`config.mk`:
```
export PLATFORM = sky130hd
export DESIGN_NAME = qdp_unit
export DESIGN_NICKNAME = d
export VERILOG_FILES = /design/src/rtl/qdp_pkg.sv /design/src/rtl/qdp_step.sv /design/src/rtl/qdp_unit.sv
export SDC_FILE = /design/constraint.sdc
export NUM_CORES = 1
export LEC_CHECK = 0
export ABC_AREA = 1
export BUFFER_PORTS_ARGS = -buffer_cell sky130_fd_sc_hd__buf_2
export CAP_MARGIN = 20
export CORE_MARGIN = 1
export CORE_UTILIZATION = 40
export CTS_CLUSTER_DIAMETER = 100
export DETAILED_ROUTE_END_ITERATION = 10
export PLACE_DENSITY = 0.67
export SYNTH_ARGS = -nofsm -noshare
export SYNTH_HDL_FRONTEND = slang
export SYNTH_SLANG_ARGS = --single-unit
```
`constraint.sdc`:
```
create_clock -name i_clk_sys -period 4.3 [get_ports i_clk_sys]
set_input_delay 0.215 -clock i_clk_sys [delete_from_list [all_inputs] [get_ports i_clk_sys]]
set_output_delay 0.215 -clock i_clk_sys [all_outputs]
set_load 0.03 [all_outputs]
```
`src/rtl/qdp_pkg.sv`:
```
// package for the quad data pointer unit: register addresses, field
// positions, reset values and the pointer instruction codes.
// assumes an 8-bit special register space driven by the processor core.
package qdp_pkg;

   // pointer geometry
   localparam int unsigned QDP_PTR_W   = 24;
   localparam int unsigned QDP_NUM_PTR = 4;

   // pointer byte addresses in the special register space
   localparam logic [7:0] QDP_ADDR_P0_LOW  = 8'h82;
   localparam logic [7:0] QDP_ADDR_P0_HIGH = 8'h83;
   localparam logic [7:0] QDP_ADDR_P0_EXT  = 8'h93;
   localparam logic [7:0] QDP_ADDR_P1_LOW  = 8'h84;
   localparam logic [7:0] QDP_ADDR_P1_HIGH = 8'h85;
   localparam logic [7:0] QDP_ADDR_P1_EXT  = 8'h95;
   localparam logic [7:0] QDP_ADDR_P2_LOW  = 8'hf2;
   localparam logic [7:0] QDP_ADDR_P2_HIGH = 8'hf3;
   localparam logic [7:0] QDP_ADDR_P2_EXT  = 8'heb;
   localparam logic [7:0] QDP_ADDR_P3_LOW  = 8'hf4;
   localparam logic [7:0] QDP_ADDR_P3_HIGH = 8'hf5;
   localparam logic [7:0] QDP_ADDR_P3_EXT  = 8'hed;

   // select and control register addresses
   localparam logic [7:0] QDP_ADDR_SEL_CTL  = 8'h86;
   localparam logic [7:0] QDP_ADDR_SEL_CTL2 = 8'he3;

   // byte lane codes inside one pointer
   localparam logic [1:0] QDP_LANE_LOW  = 2'h0;
   localparam logic [1:0] QDP_LANE_HIGH = 2'h1;
   localparam logic [1:0] QDP_LANE_EXT  = 2'h2;

   // field positions in pointer_select_control
   localparam int unsigned QDP_SEL_LO_BIT  = 0;
   localparam int unsigned QDP_SEL_HI_BIT  = 3;
   localparam int unsigned QDP_ADV_EN_BIT  = 4;
   localparam int unsigned QDP_TOG_EN_BIT  = 5;
   localparam int unsigned QDP_DIR_LO_BIT  = 6;
   localparam int unsigned QDP_DIR_HI_BIT  = 7;

   // reset values
   localparam logic [23:0] QDP_PTR_RST = 24'h000000;
   localparam logic [7:0]  QDP_CTL_RST = 8'h00;

   // pointer-related instruction completing this cycle
   typedef enum logic [2:0] {
      QDP_OP_NONE,
      QDP_OP_INC,
      QDP_OP_LOAD16,
      QDP_OP_LOAD24,
      QDP_OP_MOVC,
      QDP_OP_MOVX_RD,
      QDP_OP_MOVX_WR
   } qdp_op_t;

endpackage

```
`src/rtl/qdp_step.sv`:
```
// one-step 24-bit pointer adjuster, increment or decrement.
// assumes the caller selects the pointer and decides whether to use it.
`timescale 1ns/1ps
module qdp_step
   import qdp_pkg::*;
(
   input  wire logic [23:0] i_value,
   input  wire logic        i_down,
   output logic      [23:0] o_value
);

   // full-width carry or borrow, wrapping at both ends of the range
   always_comb begin
      if (i_down) begin
         o_value = i_value - 24'h000001;
      end else begin
         o_value = i_value + 24'h000001;
      end
   end

endmodule

```
`src/rtl/qdp_unit.sv`:
```
// quad data pointer unit: four 24-bit pointers with select, direction,
// auto-toggle and auto-advance, reached through the special register space.
// assumes the core gives one instruction event per cycle on the same clock
// and drives single-cycle register read and write strobes.
`timescale 1ns/1ps

module qdp_unit
   import qdp_pkg::*;
(
   input  wire logic        i_clk_sys,
   input  wire logic        i_arst_n,
   input  wire logic [7:0]  i_sfr_addr,
   input  wire logic        i_sfr_wr,
   input  wire logic [7:0]  i_sfr_wdata,
   input  wire logic        i_sfr_rd,
   input  wire qdp_op_t     i_op,
   input  wire logic [23:0] i_load_value,
   output logic      [7:0]  o_sfr_rdata,
   output logic             o_sfr_hit,
   output logic      [23:0] o_active_ptr,
   output logic      [1:0]  o_active_sel
);

   // decoded address: {hit, pointer index, byte lane}
   function automatic logic [4:0] map_addr(input logic [7:0] addr);
      logic [4:0] res;
      res = 5'h00;
      case (addr)
         QDP_ADDR_P0_LOW:  res = {1'b1, 2'h0, QDP_LANE_LOW};
         QDP_ADDR_P0_HIGH: res = {1'b1, 2'h0, QDP_LANE_HIGH};
         QDP_ADDR_P0_EXT:  res = {1'b1, 2'h0, QDP_LANE_EXT};
         QDP_ADDR_P1_LOW:  res = {1'b1, 2'h1, QDP_LANE_LOW};
         QDP_ADDR_P1_HIGH: res = {1'b1, 2'h1, QDP_LANE_HIGH};
         QDP_ADDR_P1_EXT:  res = {1'b1, 2'h1, QDP_LANE_EXT};
         QDP_ADDR_P2_LOW:  res = {1'b1, 2'h2, QDP_LANE_LOW};
         QDP_ADDR_P2_HIGH: res = {1'b1, 2'h2, QDP_LANE_HIGH};
         QDP_ADDR_P2_EXT:  res = {1'b1, 2'h2, QDP_LANE_EXT};
         QDP_ADDR_P3_LOW:  res = {1'b1, 2'h3, QDP_LANE_LOW};
         QDP_ADDR_P3_HIGH: res = {1'b1, 2'h3, QDP_LANE_HIGH};
         QDP_ADDR_P3_EXT:  res = {1'b1, 2'h3, QDP_LANE_EXT};
         default:          res = 5'h00;
      endcase
      return res;
   endfunction

   // pointer and control state
   logic [23:0] ptr_reg      [QDP_NUM_PTR];
   logic [23:0] ptr_next     [QDP_NUM_PTR];
   logic [3:0]  dir_reg;
   logic [3:0]  dir_next;
   logic        sel_hi_reg;
   logic        sel_hi_next;
   logic        sel_lo_reg;
   logic        sel_lo_next;
   logic        tog_en_reg;
   logic        tog_en_next;
   logic        adv_en_reg;
   logic        adv_en_next;
   logic [7:0]  rdata_reg;
   logic [7:0]  rdata_next;
   logic        hit_reg;
   logic        hit_next;
   logic [23:0] act_reg;
   logic [23:0] act_next;

   logic [1:0]  act_idx;
   logic [23:0] act_ptr;
   logic        act_dir;
   logic [23:0] step_ptr;
   logic [4:0]  wr_map;
   logic [4:0]  rd_map;
   logic [7:0]  ctl_rd;
   logic [7:0]  ctl2_rd;
   logic        does_tog;
   logic        does_adv;

   // active pointer from the select pair
   assign act_idx = {sel_hi_reg, sel_lo_reg};
   assign act_ptr = ptr_reg[act_idx];
   assign act_dir = dir_reg[act_idx];
   assign wr_map  = map_addr(i_sfr_addr);
   assign rd_map  = map_addr(i_sfr_addr);

   // control images; bits 2 and 1 are absent and read as zero so that an
   // increment of the whole register carries out into nothing
   assign ctl_rd  = {dir_reg[1], dir_reg[0], tog_en_reg, adv_en_reg,
                     sel_hi_reg, 2'b00, sel_lo_reg};
   assign ctl2_rd = {dir_reg[3], dir_reg[2], 6'h00};

   // which instructions toggle and which advance
   assign does_tog = tog_en_reg && (i_op != QDP_OP_NONE);
   assign does_adv = adv_en_reg && (i_op == QDP_OP_MOVC ||
                                    i_op == QDP_OP_MOVX_RD ||
                                    i_op == QDP_OP_MOVX_WR);

   // single stepper serves the active pointer only
   qdp_step u_step (
      .i_value (act_ptr),
      .i_down  (act_dir),
      .o_value (step_ptr)
   );

   // next state: instruction effect first, then a register write on top,
   // so software writes win over a same-cycle instruction on that byte
   always_comb begin
      ptr_next    = ptr_reg;
      dir_next    = dir_reg;
      sel_hi_next = sel_hi_reg;
      sel_lo_next = sel_lo_reg;
      tog_en_next = tog_en_reg;
      adv_en_next = adv_en_reg;
      case (i_op)
         QDP_OP_INC: begin
            ptr_next[act_idx] = step_ptr;
         end
         QDP_OP_LOAD16: begin
            ptr_next[act_idx][15:0] = i_load_value[15:0];
         end
         QDP_OP_LOAD24: begin
            ptr_next[act_idx] = i_load_value;
         end
         QDP_OP_MOVC, QDP_OP_MOVX_RD, QDP_OP_MOVX_WR: begin
            if (does_adv) begin
               ptr_next[act_idx] = step_ptr;
            end
         end
         default: begin
         end
      endcase
      // flip only the low select, after the pointer was used
      if (does_tog) begin
         sel_lo_next = ~sel_lo_reg;
      end
      if (i_sfr_wr) begin
         if (wr_map[4]) begin
            case (wr_map[1:0])
               QDP_LANE_LOW:  ptr_next[wr_map[3:2]][7:0]   = i_sfr_wdata;
               QDP_LANE_HIGH: ptr_next[wr_map[3:2]][15:8]  = i_sfr_wdata;
               QDP_LANE_EXT:  ptr_next[wr_map[3:2]][23:16] = i_sfr_wdata;
               default: begin
               end
            endcase
         end else if (i_sfr_addr == QDP_ADDR_SEL_CTL) begin
            sel_lo_next = i_sfr_wdata[QDP_SEL_LO_BIT];
            sel_hi_next = i_sfr_wdata[QDP_SEL_HI_BIT];
            adv_en_next = i_sfr_wdata[QDP_ADV_EN_BIT];
            tog_en_next = i_sfr_wdata[QDP_TOG_EN_BIT];
            dir_next[0] = i_sfr_wdata[QDP_DIR_LO_BIT];
            dir_next[1] = i_sfr_wdata[QDP_DIR_HI_BIT];
         end else if (i_sfr_addr == QDP_ADDR_SEL_CTL2) begin
            dir_next[2] = i_sfr_wdata[QDP_DIR_LO_BIT];
            dir_next[3] = i_sfr_wdata[QDP_DIR_HI_BIT];
         end
      end
   end

   // read path and registered active pointer
   always_comb begin
      rdata_next = 8'h00;
      hit_next   = 1'b0;
      if (i_sfr_rd) begin
         if (rd_map[4]) begin
            hit_next = 1'b1;
            case (rd_map[1:0])
               QDP_LANE_LOW:  rdata_next = ptr_reg[rd_map[3:2]][7:0];
               QDP_LANE_HIGH: rdata_next = ptr_reg[rd_map[3:2]][15:8];
               QDP_LANE_EXT:  rdata_next = ptr_reg[rd_map[3:2]][23:16];
               default:       rdata_next = 8'h00;
            endcase
         end else if (i_sfr_addr == QDP_ADDR_SEL_CTL) begin
            hit_next   = 1'b1;
            rdata_next = ctl_rd;
         end else if (i_sfr_addr == QDP_ADDR_SEL_CTL2) begin
            hit_next   = 1'b1;
            rdata_next = ctl2_rd;
         end
      end
      act_next = ptr_next[{sel_hi_next, sel_lo_next}];
   end

   // state registers
   always_ff @(posedge i_clk_sys or negedge i_arst_n) begin
      if (!i_arst_n) begin
         for (int k = 0; k < QDP_NUM_PTR; k++) begin
            ptr_reg[k] <= QDP_PTR_RST;
         end
         dir_reg    <= QDP_CTL_RST[3:0];
         sel_hi_reg <= 1'b0;
         sel_lo_reg <= 1'b0;
         tog_en_reg <= 1'b0;
         adv_en_reg <= 1'b0;
         rdata_reg  <= QDP_CTL_RST;
         hit_reg    <= 1'b0;
         act_reg    <= QDP_PTR_RST;
      end else begin
         ptr_reg    <= ptr_next;
         dir_reg    <= dir_next;
         sel_hi_reg <= sel_hi_next;
         sel_lo_reg <= sel_lo_next;
         tog_en_reg <= tog_en_next;
         adv_en_reg <= adv_en_next;
         rdata_reg  <= rdata_next;
         hit_reg    <= hit_next;
         act_reg    <= act_next;
      end
   end

   assign o_sfr_rdata  = rdata_reg;
   assign o_sfr_hit    = hit_reg;
   assign o_active_ptr = act_reg;
   assign o_active_sel = {sel_hi_reg, sel_lo_reg};

   // helper state read only by the checks below
   logic [1:0]  last_idx_reg;
   logic [23:0] far_ptr;
   logic [7:0]  p0_low;
   logic [7:0]  p2_ext;
   assign far_ptr = ptr_reg[act_idx ^ 2'b10];
   assign p0_low  = ptr_reg[0][7:0];
   assign p2_ext  = ptr_reg[2][23:16];

   // remembers which pointer the previous cycle used
   always_ff @(posedge i_clk_sys or negedge i_arst_n) begin
      if (!i_arst_n) begin
         last_idx_reg <= 2'b00;
      end else begin
         last_idx_reg <= act_idx;
      end
   end

   inc_up_a: assert property (@(posedge i_clk_sys) disable iff (!i_arst_n)
      (i_op == QDP_OP_INC && !act_dir && !i_sfr_wr)
      |=> ptr_reg[last_idx_reg] == $past(act_ptr) + 24'h000001)
      else $error("increment did not add one");

   inc_down_a: assert property (@(posedge i_clk_sys) disable iff (!i_arst_n)
      (i_op == QDP_OP_INC && act_dir && !i_sfr_wr)
      |=> ptr_reg[last_idx_reg] == $past(act_ptr) - 24'h000001)
      else $error("decrement did not subtract one");

   tog_pair_a: assert property (@(posedge i_clk_sys) disable iff (!i_arst_n)
      (tog_en_reg && i_op != QDP_OP_NONE && !i_sfr_wr)
      |=> (sel_lo_reg != $past(sel_lo_reg)) && $stable(sel_hi_reg))
      else $error("toggle did not stay in the pair");

   no_tog_a: assert property (@(posedge i_clk_sys) disable iff (!i_arst_n)
      (!tog_en_reg && !i_sfr_wr) |=> $stable(o_active_sel))
      else $error("select moved with toggle off");

   adv_copy_a: assert property (@(posedge i_clk_sys) disable iff (!i_arst_n)
      (adv_en_reg && tog_en_reg && !act_dir && i_op == QDP_OP_MOVX_RD && !i_sfr_wr)
      |=> ptr_reg[last_idx_reg] == $past(act_ptr) + 24'h000001
          && o_active_sel == {$past(sel_hi_reg), ~$past(sel_lo_reg)})
      else $error("copy step failed");

   no_adv_a: assert property (@(posedge i_clk_sys) disable iff (!i_arst_n)
      (!adv_en_reg && i_op == QDP_OP_MOVC && !i_sfr_wr)
      |=> ptr_reg[last_idx_reg] == $past(act_ptr))
      else $error("pointer moved with advance off");

   first_use_a: assert property (@(posedge i_clk_sys) disable iff (!i_arst_n)
      (i_op == QDP_OP_LOAD24 && !i_sfr_wr)
      |=> ptr_reg[last_idx_reg] == $past(i_load_value))
      else $error("load went to the wrong pointer");

   other_pair_a: assert property (@(posedge i_clk_sys) disable iff (!i_arst_n)
      (i_op != QDP_OP_NONE && !i_sfr_wr)
      |=> ptr_reg[last_idx_reg ^ 2'b10] == $past(far_ptr))
      else $error("unselected pointer changed");

   rd_map_a: assert property (@(posedge i_clk_sys) disable iff (!i_arst_n)
      (i_sfr_rd && i_sfr_addr == QDP_ADDR_P0_LOW)
      |=> o_sfr_hit && o_sfr_rdata == $past(p0_low))
      else $error("pointer 0 low byte read wrong");

   rd_ext_a: assert property (@(posedge i_clk_sys) disable iff (!i_arst_n)
      (i_sfr_rd && i_sfr_addr == QDP_ADDR_P2_EXT)
      |=> o_sfr_rdata == $past(p2_ext))
      else $error("pointer 2 ext byte read wrong");

   wr_byte_a: assert property (@(posedge i_clk_sys) disable iff (!i_arst_n)
      (i_sfr_wr && i_sfr_addr == QDP_ADDR_P3_HIGH)
      |=> ptr_reg[3][15:8] == $past(i_sfr_wdata))
      else $error("pointer 3 high byte write lost");

   ctl_gap_a: assert property (@(posedge i_clk_sys) disable iff (!i_arst_n)
      (i_sfr_rd && i_sfr_addr == QDP_ADDR_SEL_CTL) |=> o_sfr_rdata[2:1] == 2'b00)
      else $error("absent select bits read nonzero");

   dir_map_a: assert property (@(posedge i_clk_sys) disable iff (!i_arst_n)
      (i_sfr_wr && i_sfr_addr == QDP_ADDR_SEL_CTL2)
      |=> dir_reg[3:2] == $past(i_sfr_wdata[7:6]) && $stable(dir_reg[1:0]))
      else $error("direction bits misplaced");

   sel_code_a: assert property (@(posedge i_clk_sys) disable iff (!i_arst_n)
      (i_sfr_wr && i_sfr_addr == QDP_ADDR_SEL_CTL && i_op == QDP_OP_NONE)
      |=> o_active_sel == {$past(i_sfr_wdata[QDP_SEL_HI_BIT]), $past(i_sfr_wdata[QDP_SEL_LO_BIT])}
          && o_active_ptr == ptr_reg[{$past(i_sfr_wdata[QDP_SEL_HI_BIT]),
                                      $past(i_sfr_wdata[QDP_SEL_LO_BIT])}])
      else $error("select code picked wrong pointer");

endmodule

```
==> flow_metrics.tcl <==
set metrics [dict create \
    clock_path_buffers 2 \
    multi_input_comb_area_um2 8227 \
    drc 0 \
    final_net_count 2215 \
    whs_path_depth 3 \
    antenna_cells 0 \
    reg2regPathDepth 20 \
    slew_violations 0 \
    synth_seq_cells 137 \
    io_pins 82 \
    hold_ws_ns 0.03954 \
    synth_top_family_by_area "simple AND/OR/NAND/NOR gates" \
    leakagePower_nw 7.211 \
    grt_pass1_vias 14680 \
    synthToLayoutAreaGrowth_pct 11.12 \
    critPathKind "reg -> reg" \
    wl_met2_mm 24.26 \
    hp-class "in -> reg" \
    cts_made_buffers 17 \
    drive_gt1_frac 0.1076 \
    wl_met3_mm 8.623 \
    synthAdderAreaFrac 0.02265 \
    ys_warn_count 0 \
    fp.dieW_um 182.5 \
    final-hold-violation-count 0 \
    setup_tns_ns 0 \
    finalWorstSetupSlack_ns 0.2465 \
    avgRoutedWirePerCell_um 22.95 \
    synth_xor_area_frac 0.005374 \
    cts.clk_slew.worst_paths_ns 0.06 \
    rows 65 \
    antenna_found_initial 1 \
    worst_path_dominant_cell_family "simple AND/OR/NAND/NOR gates" \
    critPathMaxStageDelay_ns 0.65 \
    syn_inst 2116 \
    slowest_stage "xor2_1" \
    fmax_mhz 246.7 \
    final_cell_mix "605 x nand2_1, 217 x inv_1, 204 x nand3_1" \
    yosys.area.top_type "dfrtp_1" \
    ir_drop_mv 0.8349 \
    cp-end-kind "flip-flop" \
    fin_util 0.4556 \
    cp.depth 20 \
    outcome "completed" \
    layout_commonest_cell "nand2_1" \
    wl_met1_mm 23.28 \
    fin_skew_ns 0.008800 \
    drtIter0Drc 2502 \
    die_area_um2 33320 \
    cts_tree "yes" \
    core-area_um2 31800 \
    worstPathMaxFanout 51 \
    port_buffers 81 \
    synth_flop_cell "dfrtp_1" \
    path_buf_inv 4 \
    synthMuxAreaShare 0 \
    synth-compound-area-share 0.2362 \
    cp_data_arrival_time_ns 4.44 \
    cts-root-buf "clkbuf_16" \
    synthArstFlopShare 1.000 \
    grt_max_degree 105 \
    grt_usage 0.3590 \
    synth_fp_nets 2186 \
    overflow 0 \
    rsz0062_at_grt "no" \
    setup_violations 0 \
    synth_top_area_share 0.2629 \
    clkLatencyLatePin_ns 0.45 \
    ant_nets 0 \
    path_cells "inv_1 > nand2_1 > inv_1 > buf_12 > a22oi_1 > o221ai_1 > ha_1 > nand2_1 > inv_1 > nand2_1 > nand2_1 > xor2_1 > o21ai_0 > nand2_1 > nand3_1 > nand2_1 > nand3_1 > nand2_1 > nand2_1 > nand2_1" \
    dpl.hpwl_mm 41.74 \
    netlist_area_um2 13040 \
    num_vias 15910 \
    finalCriticalPeriod_ns 4.053 \
    htree_num_levels 4 \
    via_per_inst 6.142 \
    dp_slack_ns 0.3814 \
    startpoint_type "flip-flop" \
    cts.sinks 137 \
    syn_avg_cell_area_um2 6.162 \
    fillCellCount 3336 \
    crit_top_cell "nand2_1" \
    drt-pass1-iter-count 8 \
    highest_layer "met4" \
    yosys.area_share.simple 0.3641 \
    yosys-top-cells-area "dfrtp_1 26%, nand2_1 18%, nand3_1 7.8%" \
    drv_cap 0 \
    ys_seq_area_frac 0.2629 \
    largest_reg_flops 80 \
    die_h_um 182.5 \
    grt_pass1_wl_mm 89.69 \
    place_congestion 1.035 \
    power_density_nw_per_um2 852.7 \
    tightest_slew_ns 1.121 \
    seq_area_um2 3428 \
    slew-limit-headroom 0.2509 \
    required_ns 4.68 \
    wl_mm 59.46 \
    initial_utilization 0.4100 \
    synth.distinct_cells 55 \
    synth_edf_count 0 \
    fin_crit_sh 0.9427 \
]
==> what timing repair did <==
item / in CTS / in global routing
setup endpoints to repair: 0 / 5
setup buffers: 0 / 1
resized for setup: 0 / 2
hold endpoints to repair: 65 / 0
hold buffers: 1 / 0
==> power breakdown <==
part | switching (mW) | total, mW | internal (mW)
clock | 0.628 | 1.61 | 0.980
sequential | 0.485 | 2.27 | 1.79
combinational | 5.94 | 8.48 | 2.53
==> cell type report <==
| class | instances | area share |
|---|---|---|
| inverter | 237 | 0.06157 |
| clock buffer | 19 | 0.03057 |
| timing repair buffer | 125 | 0.05397 |
| sequential | 137 | 0.2366 |
| multi-input combinational | 1627 | 0.5678 |
| clock inverter | 11 | 0.01192 |
| tap | 435 | 0.03756 |
==> Yosys cell counts, drive strengths merged, types with 4 or more instances <==
library cell	number
a211oi	39
a21boi	11
a21o	6
a21oi	91
a221oi	7
a22oi	35
and2	4
buf	58
clkbuf	57
dfrtp	137
ha	22
inv	235
nand2	623
nand3	207
nand3b	7
nand4	19
nor2	199
nor3	26
o2111ai	4
o211ai	28
o21a	4
o21ai	194
o221ai	21
o22ai	49
o31ai	7
or2	10
xor2	5
==> per-stage QoR <==
stage | instance area [µm²] | total power, mW | cells
finish | 14490 | 12.36 | 2591
global route | 14490 | 13.26 | 2591
CTS | 14470 | 12.03 | 2590
detailed placement | 13840 | 10.39 | 2559
global placement | 13840 | 10.35 | 2559
floorplan | 13040 | 7.786 | 2116
==> worst paths after layout <==
kind	startpoint	endpoint	slack, ns
worst min-delay path	i_sfr_rd	o_sfr_rdata[6]	0.04
min in group asynchronous	i_arst_n	p0_low[1]	0.48
worst max-delay path	sel_hi_reg	o_active_ptr[3]	0.25
max in group asynchronous	i_arst_n	ptr_reg[21]	2.65
worst min register to register	tog_en_reg	tog_en_reg	0.55
worst max register to register	sel_hi_reg	o_active_ptr[3]	0.25
==> worst reg2reg max path: stages (launching register included) <==
cell,delay [ns]
dfrtp_1,0.52
inv_1,0.12
nand2_1,0.14
inv_1,0.09
buf_12,0.21
a22oi_1,0.20
o221ai_1,0.36
ha_1,0.49
nand2_1,0.12
inv_1,0.07
nand2_1,0.05
nand2_1,0.19
xor2_1,0.65
o21ai_0,0.17
nand2_1,0.09
nand3_1,0.08
nand2_1,0.10
nand3_1,0.07
nand2_1,0.14
nand2_1,0.06
nand2_1,0.08
==> logic make-up (layout without fill, tap and decap cells) <==
logic type | after synthesis | after routing
adder cells (fa/ha/maj) | 23 | 23
flip-flops | 137 | 137
XOR/XNOR | 8 | 8
AND/OR/NAND/NOR | 1095 | 1095
AO/OA/AOI/OAI | 501 | 501
buffers and inverters | 352 | 392
==> layer usage <==
metal,vias to the layer above,track usage
li1,7160,-
met1,7304,0.4769
met2,1203,0.5148
met3,246,0.1179
met4,0,0.1866
met5,-,0
Note: power is estimated with default switching activity, not from simulation.
